===== config.mk =====
export PLATFORM = sky130hd
export DESIGN_NAME = relay_output_timer
export DESIGN_NICKNAME = d
export VERILOG_FILES = /design/src/logic/relay_flash_pkg.sv /design/src/logic/tick_gen.sv /design/src/logic/relay_output_timer.sv
export SDC_FILE = /design/constraint.sdc
export NUM_CORES = 1
export LEC_CHECK = 0
export ABC_AREA = 0
export ABC_CLOCK_PERIOD_IN_PS = 3200
export CAP_MARGIN = 20
export CELL_PAD_IN_SITES_DETAIL_PLACEMENT = 1
export CELL_PAD_IN_SITES_GLOBAL_PLACEMENT = 1
export CORE_UTILIZATION = 47
export CTS_BUF_LIST = sky130_fd_sc_hd__clkbuf_16
export CTS_CLUSTER_SIZE = 40
export DETAILED_ROUTE_END_ITERATION = 8
export DONT_BUFFER_PORTS = 1
export GPL_TIMING_DRIVEN = 0
export PLACE_DENSITY = 0.8
export RECOVER_POWER = 50
export SYNTH_ARGS = -nofsm -noshare
export SYNTH_HDL_FRONTEND = slang
export SYNTH_SLANG_ARGS = --single-unit

===== constraint.sdc =====
create_clock -name ref_clk -period 3.2 [get_ports ref_clk]
set_clock_uncertainty 0.2 [all_clocks]
set_input_delay 0.16 -clock ref_clk [delete_from_list [all_inputs] [get_ports ref_clk]]
set_output_delay 0.16 -clock ref_clk [all_outputs]
set_load 0.03 [all_outputs]

===== src/logic/relay_flash_pkg.sv =====
// ***********************************************************
// relay output time function: shared types and constants
// ***********************************************************
package relay_flash_pkg;

	// ***********************************************************
	// timing
	// ***********************************************************
	// system clock period and time-base tick period, both in ns
	localparam int CLK_PERIOD_NS  = 50;
	localparam int TICK_PERIOD_NS = 100_000_000;
	// cycles of ref_clk per 0.1 s tick
	localparam int TICK_CYCLES    = TICK_PERIOD_NS / CLK_PERIOD_NS;

	// ***********************************************************
	// field widths and limits
	// ***********************************************************
	localparam int UNIT_W          = 16;
	localparam int PULSE_W         = 7;
	localparam logic [UNIT_W-1:0]  PHASE_MIN     = 16'h0005;
	localparam logic [UNIT_W-1:0]  PHASE_DEFAULT = 16'h000a;
	localparam logic [PULSE_W-1:0] PULSE_MIN     = 7'h01;
	localparam logic [PULSE_W-1:0] PULSE_MAX     = 7'h64;
	localparam logic [PULSE_W-1:0] PULSE_DEFAULT = 7'h05;
	localparam logic [UNIT_W-1:0]  UNIT_ONE      = 16'h0001;
	localparam logic [UNIT_W-1:0]  UNIT_ZERO     = 16'h0000;
	localparam logic [PULSE_W-1:0] PULSE_ONE     = 7'h01;

	// ***********************************************************
	// modes
	// ***********************************************************
	typedef enum logic [1:0] {
		PAIR_DISABLED = 2'h0,
		PAIR_SWITCH   = 2'h1,
		PAIR_BLIND    = 2'h2,
		PAIR_SHUTTER  = 2'h3
	} pairMode_t;

	typedef enum logic [1:0] {
		TF_STAIRCASE = 2'h0,
		TF_DELAY     = 2'h1,
		TF_FLASH     = 2'h2
	} timeFunc_t;

	typedef enum logic [1:0] {
		TRIG_ON   = 2'h0,
		TRIG_OFF  = 2'h1,
		TRIG_BOTH = 2'h2
	} flashTrig_t;

	typedef enum logic [1:0] {
		AFTER_ON       = 2'h0,
		AFTER_OFF      = 2'h1,
		AFTER_PREVIOUS = 2'h2
	} afterFlash_t;

	// gray sequence idle -> on -> off -> on ...
	typedef enum logic [1:0] {
		FL_IDLE = 2'b00,
		FL_ON   = 2'b01,
		FL_OFF  = 2'b11
	} flashState_t;

	// ***********************************************************
	// carriers
	// ***********************************************************
	typedef struct packed {
		flashTrig_t           trig;
		afterFlash_t          after;
		logic [UNIT_W-1:0]    onUnits;
		logic [UNIT_W-1:0]    offUnits;
		logic [PULSE_W-1:0]   pulseMax;
		logic                 invert;
	} flashCfg_t;

	typedef struct packed {
		logic [UNIT_W-1:0]    stairUnits;
		logic [UNIT_W-1:0]    delayOnUnits;
		logic [UNIT_W-1:0]    delayOffUnits;
	} timeCfg_t;

	typedef struct packed {
		logic stb;
		logic val;
	} telegram_t;

endpackage


===== src/logic/tick_gen.sv =====
`timescale 1ns/10ps
// ***********************************************************
// time base: one-cycle pulse every CYCLES enabled clocks
// ***********************************************************
module tick_gen #(
	parameter int CYCLES = relay_flash_pkg::TICK_CYCLES
) (
	// clock and reset
	input  wire logic ref_clk,
	input  wire logic nrst,
	input  wire logic clkEn,
	// tick out
	output logic      tick_q
);
	localparam int CW = (CYCLES > 1) ? $clog2(CYCLES) : 1;
	localparam logic [CW-1:0] LAST = CW'(CYCLES - 1);

	logic [CW-1:0] div_q;

	// divider counts whole periods; frozen with the clock enable
	always_ff @(posedge ref_clk) begin
		if (!nrst) begin
			div_q  <= '0;
			tick_q <= 1'b0;
		end else if (clkEn) begin
			tick_q <= (div_q == LAST);
			if (div_q == LAST) begin
				div_q <= '0;
			end else begin
				div_q <= div_q + CW'(1);
			end
		end
	end
endmodule // tick_gen


===== src/logic/relay_output_timer.sv =====
`timescale 1ns/10ps
// Contract
// - pair mode disabled, switch, blind or shutter; disabled ignores every command.
// - flashing works only when the time function is enabled.
// - permanent-on forces output on until a permanent-on telegram of 0; code also clears it whenever timeActive is low.
// - background functions keep running; contact takes their state when override ends.
// - time function selects staircase, on/off delay or flashing.
// - staircase on starts timer; output off immediately at expiry.
// - staircase startable by switch, either logic link, or scene recall.
// - delay mode applies on and off transitions after configured delays.
// - each flash period starts in on phase, energised NO, de-energised NC.
// - flashing may be inverted for a normally closed contact.
// - new switch value during flashing restarts period timing.
// - status output reports relay state, updated on each phase change.
// - trigger one: telegram 1 starts flashing, 0 stops it.
// - trigger zero: telegram 0 starts flashing, 1 stops it.
// - trigger either: 0 or 1 starts; flashing runs to pulse limit.
// - on phase lasts configured 0.1 s units, 5 to 65535, default 10.
// - off phase lasts configured 0.1 s units, 5 to 65535, default 10.
// - pulses counted; flashing ends at maximum, 1 to 100, default 5.
// - after flashing, output goes on, off, or its state before flashing.
module relay_output_timer #(
	parameter int TICK_CYCLES = relay_flash_pkg::TICK_CYCLES
) (
	// clock, reset, enable
	input  wire logic                       ref_clk,
	input  wire logic                       nrst,
	input  wire logic                       clkEn,
	// configuration
	input  wire relay_flash_pkg::pairMode_t pairMode,
	input  wire logic                       timeEnable,
	input  wire relay_flash_pkg::timeFunc_t timeFunc,
	input  wire logic                       normallyClosed,
	input  wire relay_flash_pkg::flashCfg_t flashCfg,
	input  wire relay_flash_pkg::timeCfg_t  timeCfg,
	// telegrams
	input  wire relay_flash_pkg::telegram_t switchTg,
	input  wire relay_flash_pkg::telegram_t link1Tg,
	input  wire relay_flash_pkg::telegram_t link2Tg,
	input  wire relay_flash_pkg::telegram_t sceneTg,
	input  wire relay_flash_pkg::telegram_t permOnTg,
	// outputs
	output logic                            relayOut_q,
	output logic                            statusOut_q,
	output logic                            flashing_q,
	output logic                            permOn_q
);
	// ***********************************************************
	// declarations
	// ***********************************************************
	relay_flash_pkg::flashState_t              flState_q;
	logic [relay_flash_pkg::UNIT_W-1:0]        phaseCnt_q;
	logic [relay_flash_pkg::PULSE_W-1:0]       pulseCnt_q;
	logic [relay_flash_pkg::UNIT_W-1:0]        stairCnt_q;
	logic [relay_flash_pkg::UNIT_W-1:0]        delayCnt_q;
	logic                                      delayPend_q;
	logic                                      delayVal_q;
	logic                                      funcState_q;
	logic                                      preFlash_q;
	logic                                      tick;
	logic                                      accept;
	logic                                      timeActive;
	logic                                      flashMode;
	logic                                      startHit;
	logic                                      stopHit;
	logic                                      flashStart;
	logic                                      flashStop;
	logic                                      flashEnd;
	logic                                      stairStart;
	logic                                      stairExpire;
	logic                                      delayExpire;
	logic                                      contact;
	logic                                      contact_d;
	logic                                      relay_d;
	logic [relay_flash_pkg::UNIT_W-1:0]        onUnits;
	logic [relay_flash_pkg::UNIT_W-1:0]        offUnits;
	logic [relay_flash_pkg::PULSE_W-1:0]       pulseMax;

	// ***********************************************************
	// time base
	// ***********************************************************
	// tenth-second tick
	tick_gen #(
		.CYCLES  (TICK_CYCLES)
	) u_tick (
		.ref_clk (ref_clk),
		.nrst    (nrst),
		.clkEn   (clkEn),
		.tick_q  (tick)
	);

	// ***********************************************************
	// mode decode
	// ***********************************************************
	// only a switch-actuator pair accepts commands
	assign accept     = (pairMode == relay_flash_pkg::PAIR_SWITCH);
	assign timeActive = accept && timeEnable;
	assign flashMode  = timeActive && (timeFunc == relay_flash_pkg::TF_FLASH);

	// on units clamped up to the least legal value
	assign onUnits  = (flashCfg.onUnits < relay_flash_pkg::PHASE_MIN) ? relay_flash_pkg::PHASE_MIN
	                                                                  : flashCfg.onUnits;
	// off units clamped the same way
	assign offUnits = (flashCfg.offUnits < relay_flash_pkg::PHASE_MIN) ? relay_flash_pkg::PHASE_MIN
	                                                                   : flashCfg.offUnits;
	// pulse limit kept inside its legal span
	assign pulseMax = (flashCfg.pulseMax < relay_flash_pkg::PULSE_MIN) ? relay_flash_pkg::PULSE_MIN :
	                  (flashCfg.pulseMax > relay_flash_pkg::PULSE_MAX) ? relay_flash_pkg::PULSE_MAX :
	                  flashCfg.pulseMax;

	// trigger decode for a switch telegram value
	always_comb begin
		startHit = 1'b0;
		stopHit  = 1'b0;
		case (flashCfg.trig)
			relay_flash_pkg::TRIG_ON: begin
				startHit = switchTg.val;
				stopHit  = !switchTg.val;
			end
			relay_flash_pkg::TRIG_OFF: begin
				startHit = !switchTg.val;
				stopHit  = switchTg.val;
			end
			relay_flash_pkg::TRIG_BOTH: begin
				startHit = 1'b1;
				stopHit  = 1'b0;
			end
			default: begin
				startHit = 1'b0;
				stopHit  = 1'b0;
			end
		endcase
	end

	assign flashStart = flashMode && switchTg.stb && startHit;
	assign flashStop  = flashMode && switchTg.stb && stopHit && (flState_q != relay_flash_pkg::FL_IDLE);
	// last off phase of the last pulse ends the run
	assign flashEnd   = flashStop || (flashMode && !switchTg.stb && tick && (flState_q == relay_flash_pkg::FL_OFF)
	                    && (phaseCnt_q == relay_flash_pkg::UNIT_ONE) && (pulseCnt_q >= pulseMax));

	// ***********************************************************
	// flashing engine
	// ***********************************************************
	// a new start telegram reloads timing; a mode change drops the run at once
	always_ff @(posedge ref_clk) begin
		if (!nrst) begin
			flState_q  <= relay_flash_pkg::FL_IDLE;
			phaseCnt_q <= relay_flash_pkg::UNIT_ZERO;
			pulseCnt_q <= '0;
		end else if (clkEn) begin
			if (!flashMode || flashEnd) begin
				flState_q <= relay_flash_pkg::FL_IDLE;
			end else if (flashStart) begin
				// period opens with the on phase
				flState_q  <= relay_flash_pkg::FL_ON;
				phaseCnt_q <= onUnits;
				pulseCnt_q <= relay_flash_pkg::PULSE_ONE;
			end else if (tick && (flState_q != relay_flash_pkg::FL_IDLE)) begin
				if (phaseCnt_q > relay_flash_pkg::UNIT_ONE) begin
					phaseCnt_q <= phaseCnt_q - relay_flash_pkg::UNIT_ONE;
				end else begin
					case (flState_q)
						relay_flash_pkg::FL_ON: begin
							flState_q  <= relay_flash_pkg::FL_OFF;
							phaseCnt_q <= offUnits;
						end
						relay_flash_pkg::FL_OFF: begin
							flState_q  <= relay_flash_pkg::FL_ON;
							phaseCnt_q <= onUnits;
							pulseCnt_q <= pulseCnt_q + relay_flash_pkg::PULSE_ONE;
						end
						default: begin
							flState_q <= relay_flash_pkg::FL_IDLE;
						end
					endcase
				end
			end
		end
	end

	// ***********************************************************
	// staircase and delay timers
	// ***********************************************************
	// staircase start sources
	assign stairStart  = timeActive && (timeFunc == relay_flash_pkg::TF_STAIRCASE) &&
	                     ((switchTg.stb && switchTg.val) || (link1Tg.stb && link1Tg.val) ||
	                      (link2Tg.stb && link2Tg.val) || (sceneTg.stb && sceneTg.val));
	assign stairExpire = timeActive && (timeFunc == relay_flash_pkg::TF_STAIRCASE) && tick &&
	                     (stairCnt_q == relay_flash_pkg::UNIT_ONE) && !stairStart;
	assign delayExpire = timeActive && (timeFunc == relay_flash_pkg::TF_DELAY) && delayPend_q && tick &&
	                     (delayCnt_q <= relay_flash_pkg::UNIT_ONE) && !switchTg.stb;

	// timers count ticks; a zero delay still waits for the next tick
	always_ff @(posedge ref_clk) begin
		if (!nrst) begin
			stairCnt_q  <= relay_flash_pkg::UNIT_ZERO;
			delayCnt_q  <= relay_flash_pkg::UNIT_ZERO;
			delayPend_q <= 1'b0;
			delayVal_q  <= 1'b0;
		end else if (clkEn) begin
			if (stairStart) begin
				stairCnt_q <= timeCfg.stairUnits;
			end else if (switchTg.stb && accept) begin
				stairCnt_q <= relay_flash_pkg::UNIT_ZERO;
			end else if (tick && (stairCnt_q != relay_flash_pkg::UNIT_ZERO)) begin
				stairCnt_q <= stairCnt_q - relay_flash_pkg::UNIT_ONE;
			end
			if (timeActive && (timeFunc == relay_flash_pkg::TF_DELAY) && switchTg.stb) begin
				delayPend_q <= 1'b1;
				delayVal_q  <= switchTg.val;
				delayCnt_q  <= switchTg.val ? timeCfg.delayOnUnits : timeCfg.delayOffUnits;
			end else if (delayExpire || !timeActive) begin
				delayPend_q <= 1'b0;
			end else if (tick && (delayCnt_q != relay_flash_pkg::UNIT_ZERO)) begin
				delayCnt_q <= delayCnt_q - relay_flash_pkg::UNIT_ONE;
			end
		end
	end

	// ***********************************************************
	// background contact state
	// ***********************************************************
	// keeps computing even under permanent-on
	always_ff @(posedge ref_clk) begin
		if (!nrst) begin
			funcState_q <= 1'b0;
			preFlash_q  <= 1'b0;
		end else if (clkEn && accept) begin
			if (flashStart && (flState_q == relay_flash_pkg::FL_IDLE)) begin
				preFlash_q <= funcState_q;
			end
			if (!timeEnable) begin
				if (switchTg.stb) begin
					funcState_q <= switchTg.val;
				end
			end else if (flashEnd) begin
				case (flashCfg.after)
					relay_flash_pkg::AFTER_ON:       funcState_q <= 1'b1;
					relay_flash_pkg::AFTER_OFF:      funcState_q <= 1'b0;
					relay_flash_pkg::AFTER_PREVIOUS: funcState_q <= preFlash_q;
					default:                         funcState_q <= 1'b0;
				endcase
			end else if (stairStart) begin
				funcState_q <= 1'b1;
			end else if (stairExpire) begin
				funcState_q <= 1'b0;
			end else if (delayExpire) begin
				funcState_q <= delayVal_q;
			end else if (switchTg.stb && (timeFunc == relay_flash_pkg::TF_STAIRCASE)) begin
				funcState_q <= switchTg.val;
			end
		end
	end

	// ***********************************************************
	// permanent-on override
	// ***********************************************************
	// held until a telegram of zero or until timeActive goes low
	always_ff @(posedge ref_clk) begin
		if (!nrst) begin
			permOn_q <= 1'b0;
		end else if (clkEn) begin
			if (!timeActive) begin
				permOn_q <= 1'b0;
			end else if (permOnTg.stb) begin
				permOn_q <= permOnTg.val;
			end
		end
	end

	// ***********************************************************
	// contact, relay and status
	// ***********************************************************
	assign contact   = (flState_q != relay_flash_pkg::FL_IDLE) ? (flState_q == relay_flash_pkg::FL_ON) : funcState_q;
	assign contact_d = permOn_q || contact;
	// normally closed drives the coil opposite
	// invert only affects a flashing NC contact
	assign relay_d   = contact_d ^ normallyClosed ^
	                   (normallyClosed && flashCfg.invert && (flState_q != relay_flash_pkg::FL_IDLE));

	// status follows every phase change one cycle later while permanent-on is low
	always_ff @(posedge ref_clk) begin
		if (!nrst) begin
			relayOut_q  <= 1'b0;
			statusOut_q <= 1'b0;
			flashing_q  <= 1'b0;
		end else if (clkEn) begin
			relayOut_q  <= relay_d;
			statusOut_q <= contact_d;
			flashing_q  <= (flState_q != relay_flash_pkg::FL_IDLE);
		end
	end
endmodule // relay_output_timer


==> results of run 1 <==
==> stage by stage <==
stage	total power, mW	utilization (%)
after floorplan	1.34	-
after global placement	1.40	50.3
after detailed placement	1.41	50.4
after CTS	2.56	57.5
after global routing	2.64	57.8
final	2.57	57.8
==> where the power goes <==
group	switching (mW)	internal, mW
clock	0.496	0.608
sequential	0.0175	1.10
combinational	0.198	0.149
==> worst max path at each step <==
| stage | slack (ps) | end | start | cells after the start |
|---|---|---|---|---|
| floorplan | 580 | phaseCnt_q[12]$_SDFFE_PN0P_ | phaseCnt_q[11]$_SDFFE_PN0P_ | 10 |
| global placement | -150 | stairCnt_q[11]$_SDFFE_PN0P_ | switchTg[0] | 9 |
| detailed placement | -240 | stairCnt_q[3]$_SDFFE_PN0P_ | switchTg[0] | 9 |
| CTS | 40 | delayCnt_q[8]$_SDFFE_PN0P_ | delayCnt_q[0]$_SDFFE_PN0P_ | 9 |
| global route | 10 | phaseCnt_q[8]$_SDFFE_PN0P_ | phaseCnt_q[11]$_SDFFE_PN0P_ | 9 |
| finish | 120 | phaseCnt_q[5]$_SDFFE_PN0P_ | phaseCnt_q[2]$_SDFFE_PN0P_ | 7 |
==> cell type report <==
| type | instances | share of cell area [%] |
|---|---|---|
| Sequential cell | 87 | 24.8 |
| Multi-Input combinational cell | 629 | 56.1 |
| Timing Repair Buffer | 57 | 8.04 |
| Antenna cell | 1 | 0.0356 |
| Clock inverter | 7 | 1.03 |
| Tap cell | 168 | 2.99 |
| Buffer | 48 | 2.92 |
| Inverter | 18 | 0.961 |
| Clock buffer | 9 | 3.20 |
==> critical path: cells and delay by family, from the launching register on <==
family | cells | cell delay (ps)
AOI/OAI and AO/OA | 4 | 1300
DFF | 1 | 300
buffers and inverters | 1 | 210
and+or+nand+nor | 2 | 980
==> state kept, by name, indices dropped and copies added, names as in the netlist <==
register and cells:
flashing_q 1, flState_q 2, permOn_q 1, stairCnt_q 16, u_tick.tick_q 1, statusOut_q 1
u_tick.div_q 21, delayCnt_q 16, relayOut_q 1, pulseCnt_q 7, funcState_q 1, phaseCnt_q 16
preFlash_q 1, delayPend_q 1, delayVal_q 1
==> kinds of logic (layout without fill, tap and decap cells) <==
kind of cell,Yosys count,count (layout),share of synthesized area [%]
AND/OR/NAND/NOR,339,339,29.1
adder cells (fa/ha/maj),15,15,3.17
flip-flops,87,87,29.5
XOR/XNOR,37,37,5.48
AO/OA/AOI/OAI,214,214,24.1
buffers and inverters,67,139,4.63
multiplexers,24,24,4.08
other,0,1,0
==> per-layer routing <==
layer | global-route usage [%] | vias to the layer above | routed length, um
li1 | - | 3025 | -
met5 | 0 | - | 0
met3 | 6.67 | 72 | 1350
met4 | 16.3 | 0 | 724
met2 | 59.6 | 234 | 10700
met1 | 41.3 | 3292 | 9350
==> repair_timing <==
action	CTS	global route
cloned	0	0
setup endpoints to repair	20	48
endpoints found under the hold margin	41	0
hold buffers	56	0
gates resized for setup	1	11
pin swaps	0	0
==> layout by cell type (no fill, tap or decap), drive strengths merged, types with 18 or more instances in the layout <==
cell type	count
a21oi	60
clkbuf	46
dfxtp	87
dlygate4sd3	56
inv	21
mux2i	23
nand2	82
nand3	28
nor2	93
nor3	21
nor4	18
o21ai	44
xor2	21
==> flow_summary.ini, run 1 <==
[synth]
yosysMostFrequentCell = nor2_1
synth_cell_types = 71
yosys_warnings = 0
synth_area_leaders = dfxtp_1 (29%), nor2_1 (5.9%), nand2_1 (5.1%), a21oi_1 (5.0%), mux2i_1 (3.9%)
synth_seq_cells = 87
syn_area_sq_um = 5910
syn-num-nets = 909
synth_top_area_cell = dfxtp_1
avgSynthCellArea_sq_um = 7.55
synthCells = 783
synth_edf_count = 0
seq_area_frac_synth_pct = 29.5
synth_ff_type = dfxtp_1
yosys.area.top_type_share_pct = 29.5
synth-async-reset-ratio_pct = 0
synth_commonest_cells = nor2_1 (93), dfxtp_1 (87), nand2_1 (81)

[sta]
setup_ws_ps = 124
drv_slew = 0
period_share_pct = 96.1
finalHoldViolCount = 0
slew_headroom_pct = 32.9
whs_ps = 3.86
fin_tns_setup_ps = 0
worst_pin_slew_ps = 1010
rsz0062_at_grt = no
setup-violations-final = 0
min_period_ps = 3080
max_freq_ghz = 0.325

[final_layout]
fillerInstances = 1545
multiInputGateArea_sq_um = 3940
fin_cells = 1024
seq_area_sq_um = 1740
drive_gt1_share_pct = 6.32
fin_area_sq_um = 7030
final_nets = 976
area_growth_syn_to_layout_pct = 18.9

[critical_path]
worstPathMaxFanout = 8
max_stage_delay_ps = 530
worst_setup_path_end_kind = flip-flop
crit_chain = clkbuf_1, or4_1, nor3b_2, a31oi_1, a21oi_2, a22oi_1, a211oi_1
slowest_stage = or4_1
crit_type = flip-flop to flip-flop
r2r.worst_path.cells = 7
required_ps = 3270
reg2reg_slack_ps = 120
startpoint_type = flip-flop
r2r_end = phaseCnt_q[5]$_SDFFE_PN0P_
reg2reg_from = phaseCnt_q[2]$_SDFFE_PN0P_
crit_arrival_ps = 3150

[clock_network]
clk_path_buf_depth = 2
cts-root-buf = clkbuf_16
htree_num_levels = 3
post_cts_buffers = 0
clock_latency_ps = 370
path_clk_slew_ps = 70
cts.sinks = 87
cts_inserted_buffers = 9
cts_tree = done

[hold_path]
min_path_cells = 5
hp-start = clkEn
hp-class = primary input to flip-flop
worstHoldEndpoint = u_tick.div_q[8]$_SDFFE_PN0P_

[global_route]
grt_pass1_wl_um = 35100
grt_max_degree = 16
grt_pass1_vias = 7040
antenna_found_initial = 1
grt.total_usage_pct = 34.5
grt_overflow_total = 0

[drt]
drt_wl_total_um = 22100
first_pass_iters = 4
dr_total_vias = 6623
drc_errors = 0
drt_iter0_markers = 390
viasPerCell = 6.47
routedWlPerCell_um = 21.6
ant_nets = 0

[die]
start_util_pct = 48.6
dieArea_sq_um = 13000
core_sq_um = 12200
die_h_um = 114
boundaryPins = 115
die_w_um = 114
row_count = 40

[status]
status = finished, final reports clean

[placed_design]
placed_cells = 952
io_buffers = 0
gp_congestion = 0.900
dp_hpwl_um = 15100
place_area_sq_um = 6130
place_ws_ps = -237

[power_and_ir_drop]
cellLeakagePower_nw = 2.72
vdd_drop_max_uv = 353
p_per_area_nw_per_um2 = 365

[flow_run]
cap_violations = 0
Note: power is estimated with default switching activity, not from simulation.
==> run 2, diff against run 1 <==
- RECOVER_POWER: 50 -> 100
==> run 2 against run 1 <==
Against the previous run: largest cell class unchanged; final cell count unchanged; setup slack got worse by 2.6 ps; sequential share of layout area unchanged; critical path depth unchanged; critical endpoint unchanged; cell area unchanged; fmax about the same.
==> flow_summary.ini, run 2 (same netlist as run 1, synthesis figures left out) <==
[global_route]
grt.total_usage_pct = 34.5
grt_pass1_vias = 7040
grt_overflow_total = 0
grt_max_degree = 16
grt_pass1_wl_um = 35100
antenna_found_initial = 1

[clock_network]
cts-root-buf = clkbuf_16
cts.sinks = 87
path_clk_slew_ps = 70
clock_latency_ps = 370
cts_tree = done
clk_path_buf_depth = 2
htree_num_levels = 3
cts_inserted_buffers = 9

[die]
die_w_um = 114
die_h_um = 114
start_util_pct = 48.6
boundaryPins = 115
core_sq_um = 12200
row_count = 40
dieArea_sq_um = 13000

[drt]
routedWlPerCell_um = 21.6
dr_total_vias = 6613
drt_wl_total_um = 22100
drc_errors = 0
ant_nets = 0
drt_iter0_markers = 394
viasPerCell = 6.46
first_pass_iters = 5

[critical_path]
critPathBufInv = 1
r2r_end = phaseCnt_q[5]$_SDFFE_PN0P_
reg2reg_from = phaseCnt_q[2]$_SDFFE_PN0P_
crit_chain = clkbuf_1, or4_1, nor3b_2, a31oi_1, a21oi_2, a22oi_1, a211oi_1
crit_type = flip-flop to flip-flop
startpoint_type = flip-flop
crit_arrival_ps = 3150
r2r.worst_path.cells = 7
worst_setup_path_end_kind = flip-flop
slowest_stage = or4_1
required_ps = 3270
max_stage_delay_ps = 530
worstPathMaxFanout = 8
reg2reg_slack_ps = 120
critPathTopFamily = compound AO/OA/AOI/OAI gates

[power_and_ir_drop]
total_power_mw = 2.56
vdd_drop_max_uv = 353
cellLeakagePower_nw = 2.72
p_per_area_nw_per_um2 = 365

[sta]
rsz0062_at_grt = no
finalHoldViolCount = 0
max_freq_ghz = 0.325
slew_headroom_pct = 32.9
fin_tns_setup_ps = 0
setup-violations-final = 0
min_period_ps = 3080
drv_slew = 0
setup_ws_ps = 121
period_share_pct = 96.2
worst_pin_slew_ps = 1010

[placed_design]
gp_congestion = 0.900
place_ws_ps = -237
dp_hpwl_um = 15100
io_buffers = 0

[hold_path]
worstHoldEndpoint = u_tick.div_q[8]$_SDFFE_PN0P_
hp-class = primary input to flip-flop
min_path_cells = 5
hp-start = clkEn

[final_layout]
largest_reg_flops = 21
drive_gt1_share_pct = 6.32
area_growth_syn_to_layout_pct = 18.9
regMostFlops = u_tick.div_q
mostFrequentLayoutCells = nor2_1 (93), dfxtp_1 (87), nand2_1 (82)
final_nets = 976
utilization_pct = 57.8
mostFrequentLayoutCell = nor2_1

[flow_run]
cap_violations = 0

[status]
status = finished, final reports clean
==> run 2: metrics by stage <==
step / cell area, sq um / cells / hold slack [ps]
floorplan: 5910 / 783 / 123
global placement: 6120 / 951 / 130
detailed placement: 6130 / 952 / 141
CTS: 6990 / 1024 / 0.181
global route: 7030 / 1024 / 40.1
finish: 7030 / 1024 / 3.47
==> run 2: timing repair <==
| action | 4_1_cts | 5_1_grt |
|---|---|---|
| endpoints found under the setup margin | 20 | 48 |
| resized for setup | 1 | 11 |
| endpoints found under the hold margin | 41 | 0 |
| buffers inserted | 0 | 0 |
| hold buffers | 56 | 0 |
==> run 2: worst max-delay path by stage <==
stage / startpoint / endpoint / slack (ps) / depth (start not counted)
2_1_floorplan: phaseCnt_q[11]$_SDFFE_PN0P_ / phaseCnt_q[12]$_SDFFE_PN0P_ / 580 / 10
3_3_place_gp: switchTg[0] / stairCnt_q[11]$_SDFFE_PN0P_ / -150 / 9
6_report: phaseCnt_q[2]$_SDFFE_PN0P_ / phaseCnt_q[5]$_SDFFE_PN0P_ / 120 / 7
5_1_grt: phaseCnt_q[11]$_SDFFE_PN0P_ / phaseCnt_q[8]$_SDFFE_PN0P_ / 10 / 9
3_5_place_dp: switchTg[0] / stairCnt_q[3]$_SDFFE_PN0P_ / -240 / 9
4_1_cts: delayCnt_q[0]$_SDFFE_PN0P_ / delayCnt_q[8]$_SDFFE_PN0P_ / 40 / 9
==> run 2: final cells by class <==
cell class | instances | area, sq um
Tap cell | 168 | 210
Timing Repair Buffer | 57 | 566
Clock buffer | 9 | 225
Inverter | 18 | 67.6
Buffer | 48 | 205
Clock inverter | 7 | 72.6
Sequential cell | 87 | 1740
Multi-Input combinational cell | 629 | 3940
Fill cell | 1545 | 5130
Antenna cell | 1 | 2.50
==> run 2: worst min-delay path: cells and delay by family <==
family	cells	cell delay, ps
xor+xnor	1	60
simple gates	4	320
==> run 2: power by group <==
group / leakage (nW) / switching (mW) / internal, mW / total, mW
Sequential: 0.702 / 0.0174 / 1.10 / 1.11
Clock: 0.149 / 0.496 / 0.608 / 1.10
Combinational: 1.87 / 0.198 / 0.149 / 0.347
==> run 2: layer usage <==
layer | wire length [um] | GRT usage [%] | vias up
met5 | 0 | 0 | -
met4 | 669 | 16.3 | 0
met3 | 1270 | 6.67 | 63
met2 | 10700 | 59.6 | 225
met1 | 9410 | 41.3 | 3301
li1 | - | - | 3024
==> run 3, diff against run 2 <==
- CORE_ASPECT_RATIO: unset -> 1.75
==> run 3 against run 2 <==
Against the previous run: count of clock-buffer cells in the layout did not move; sequential share of layout area rose by 0.38 points; register-to-register slack improved by 20 ps; final cell count fell by 1.5%; highest routed layer unchanged; critical endpoint is now phaseCnt_q[14]$_SDFFE_PN0P_.
==> flow_summary.ini, run 3 (same netlist as run 1, synthesis figures left out) <==
[status]
status = finished, final reports clean

[placed_design]
dp_hpwl_um = 16100
gp_congestion = 0.940
io_buffers = 0

[drt]
drc_errors = 0
drt_wl_total_um = 22200
routedWlPerCell_um = 22.0
dr_total_vias = 6537
first_pass_iters = 6
drt_iter0_markers = 326
ant_nets = 0
viasPerCell = 6.48

[die]
start_util_pct = 48.7
die_h_um = 150
boundaryPins = 115
core_sq_um = 12100
dieArea_sq_um = 13100
die_w_um = 86.8
row_count = 53

[final_layout]
mostFrequentLayoutCells = nor2_1 (93), dfxtp_1 (87), nand2_1 (81)
final_nets = 965
diodes = 0
drive_gt1_share_pct = 6.40
regMostFlops = u_tick.div_q
mostFrequentLayoutCell = nor2_1
area_growth_syn_to_layout_pct = 17.1
largest_reg_flops = 21

[clock_network]
htree_num_levels = 3
cts.sinks = 87
path_clk_slew_ps = 70
clock_latency_ps = 350
cts_inserted_buffers = 9
cts-root-buf = clkbuf_16
clk_path_buf_depth = 2
cts_tree = done

[hold_path]
hp-class = primary input to flip-flop
hp-start = timeFunc[1]
min_path_cells = 4
worstHoldEndpoint = flState_q[0]$_SDFFE_PN0P_

[power_and_ir_drop]
p_per_area_nw_per_um2 = 373
vdd_drop_max_uv = 255
cellLeakagePower_nw = 2.68

[sta]
slew_headroom_pct = 31.6
rsz0062_at_grt = no
fin_tns_setup_ps = 0
whs_ps = 4.30
setup-violations-final = 0
finalHoldViolCount = 0
period_share_pct = 95.7
max_freq_ghz = 0.327
min_period_ps = 3060
worst_pin_slew_ps = 1020
drv_slew = 0

[global_route]
grt.total_usage_pct = 34.6
grt_pass1_vias = 7014
grt_max_degree = 15
antenna_found_initial = 0
grt_pass1_wl_um = 34600
grt_overflow_total = 0

[flow_run]
cap_violations = 0

[critical_path]
startpoint_type = flip-flop
required_ps = 3260
worstPathMaxFanout = 10
reg2reg_slack_ps = 140
crit_type = flip-flop to flip-flop
r2r.worst_path.cells = 8
crit_arrival_ps = 3120
worst_setup_path_end_kind = flip-flop
reg2reg_from = phaseCnt_q[2]$_SDFFE_PN0P_
r2r_end = phaseCnt_q[14]$_SDFFE_PN0P_
-- run 3: where the power goes --
part           internal (mW)  total [mW]  leakage (nW)  switching [mW]
registers               1.10        1.11         0.702          0.0166
clock network          0.679        1.14         0.153           0.458
logic                  0.141       0.336          1.82           0.196
-- run 3: worst max-delay path, stage by stage (launching register included) --
cell and delay, ps:
dfxtp_1 290, clkbuf_1 230, or4_1 580, nor3b_2 460, nand2_1 310, o21ai_1 240, clkbuf_2 260, a22oi_1 160
a211oi_2 240
-- run 3: worst max path at each step --
| stage | end | from | cells after the start | slack (ps) |
|---|---|---|---|---|
| finish | phaseCnt_q[14]$_SDFFE_PN0P_ | phaseCnt_q[2]$_SDFFE_PN0P_ | 8 | 140 |
| global route | phaseCnt_q[1]$_SDFFE_PN0P_ | phaseCnt_q[0]$_SDFFE_PN0P_ | 10 | 7 |
| CTS | phaseCnt_q[1]$_SDFFE_PN0P_ | phaseCnt_q[0]$_SDFFE_PN0P_ | 9 | 60 |
| detailed placement | stairCnt_q[3]$_SDFFE_PN0P_ | switchTg[0] | 9 | -60 |
| global placement | pulseCnt_q[6]$_SDFFE_PN0P_ | phaseCnt_q[6]$_SDFFE_PN0P_ | 7 | -30 |
| floorplan | phaseCnt_q[12]$_SDFFE_PN0P_ | phaseCnt_q[11]$_SDFFE_PN0P_ | 10 | 580 |
-- run 3: metal layers --
metal  GRT usage (%)  part of all wire (%)  up-vias  wire length (um)
met5               0                     0        -                 0
met4            22.3                   5.6        0              1260
met3            6.36                   5.5       95              1210
met2            65.2                    54      272             12000
met1            33.7                    35     3173              7740
li1                -                     -     2997                 -
-- run 3: final cells by class --
class                      count  area [sq um]
buffer                        48           205
clock buffer                   9           225
clock inverter                 7          88.8
fill                        1541          5210
inverter                      18          67.6
multi-input combinational    629          3940
sequential                    87          1740
tap                          165           206
timing repair buffer          46           455
-- run 3: per-stage QoR --
stage | util (%) | area [sq um] | instances | power [mW] | setup WS, ps
2_1_floorplan | - | 5910 | 783 | 1.34 | 583
3_3_place_gp | 50.4 | 6120 | 948 | 1.40 | -30.7
3_5_place_dp | 50.5 | 6120 | 949 | 1.42 | -57.7
4_1_cts | 56.8 | 6900 | 1010 | 2.59 | 57.5
5_1_grt | 57.1 | 6930 | 1009 | 2.67 | 6.78
6_report | 57.1 | 6930 | 1009 | 2.59 | 139
-- run 3: what timing repair did --
item	4_1_cts	5_1_grt
endpoints found under the setup margin	19	50
endpoints found under the hold margin	37	0
resized for setup	1	10
buffers inserted	0	0
hold buffers	45	0
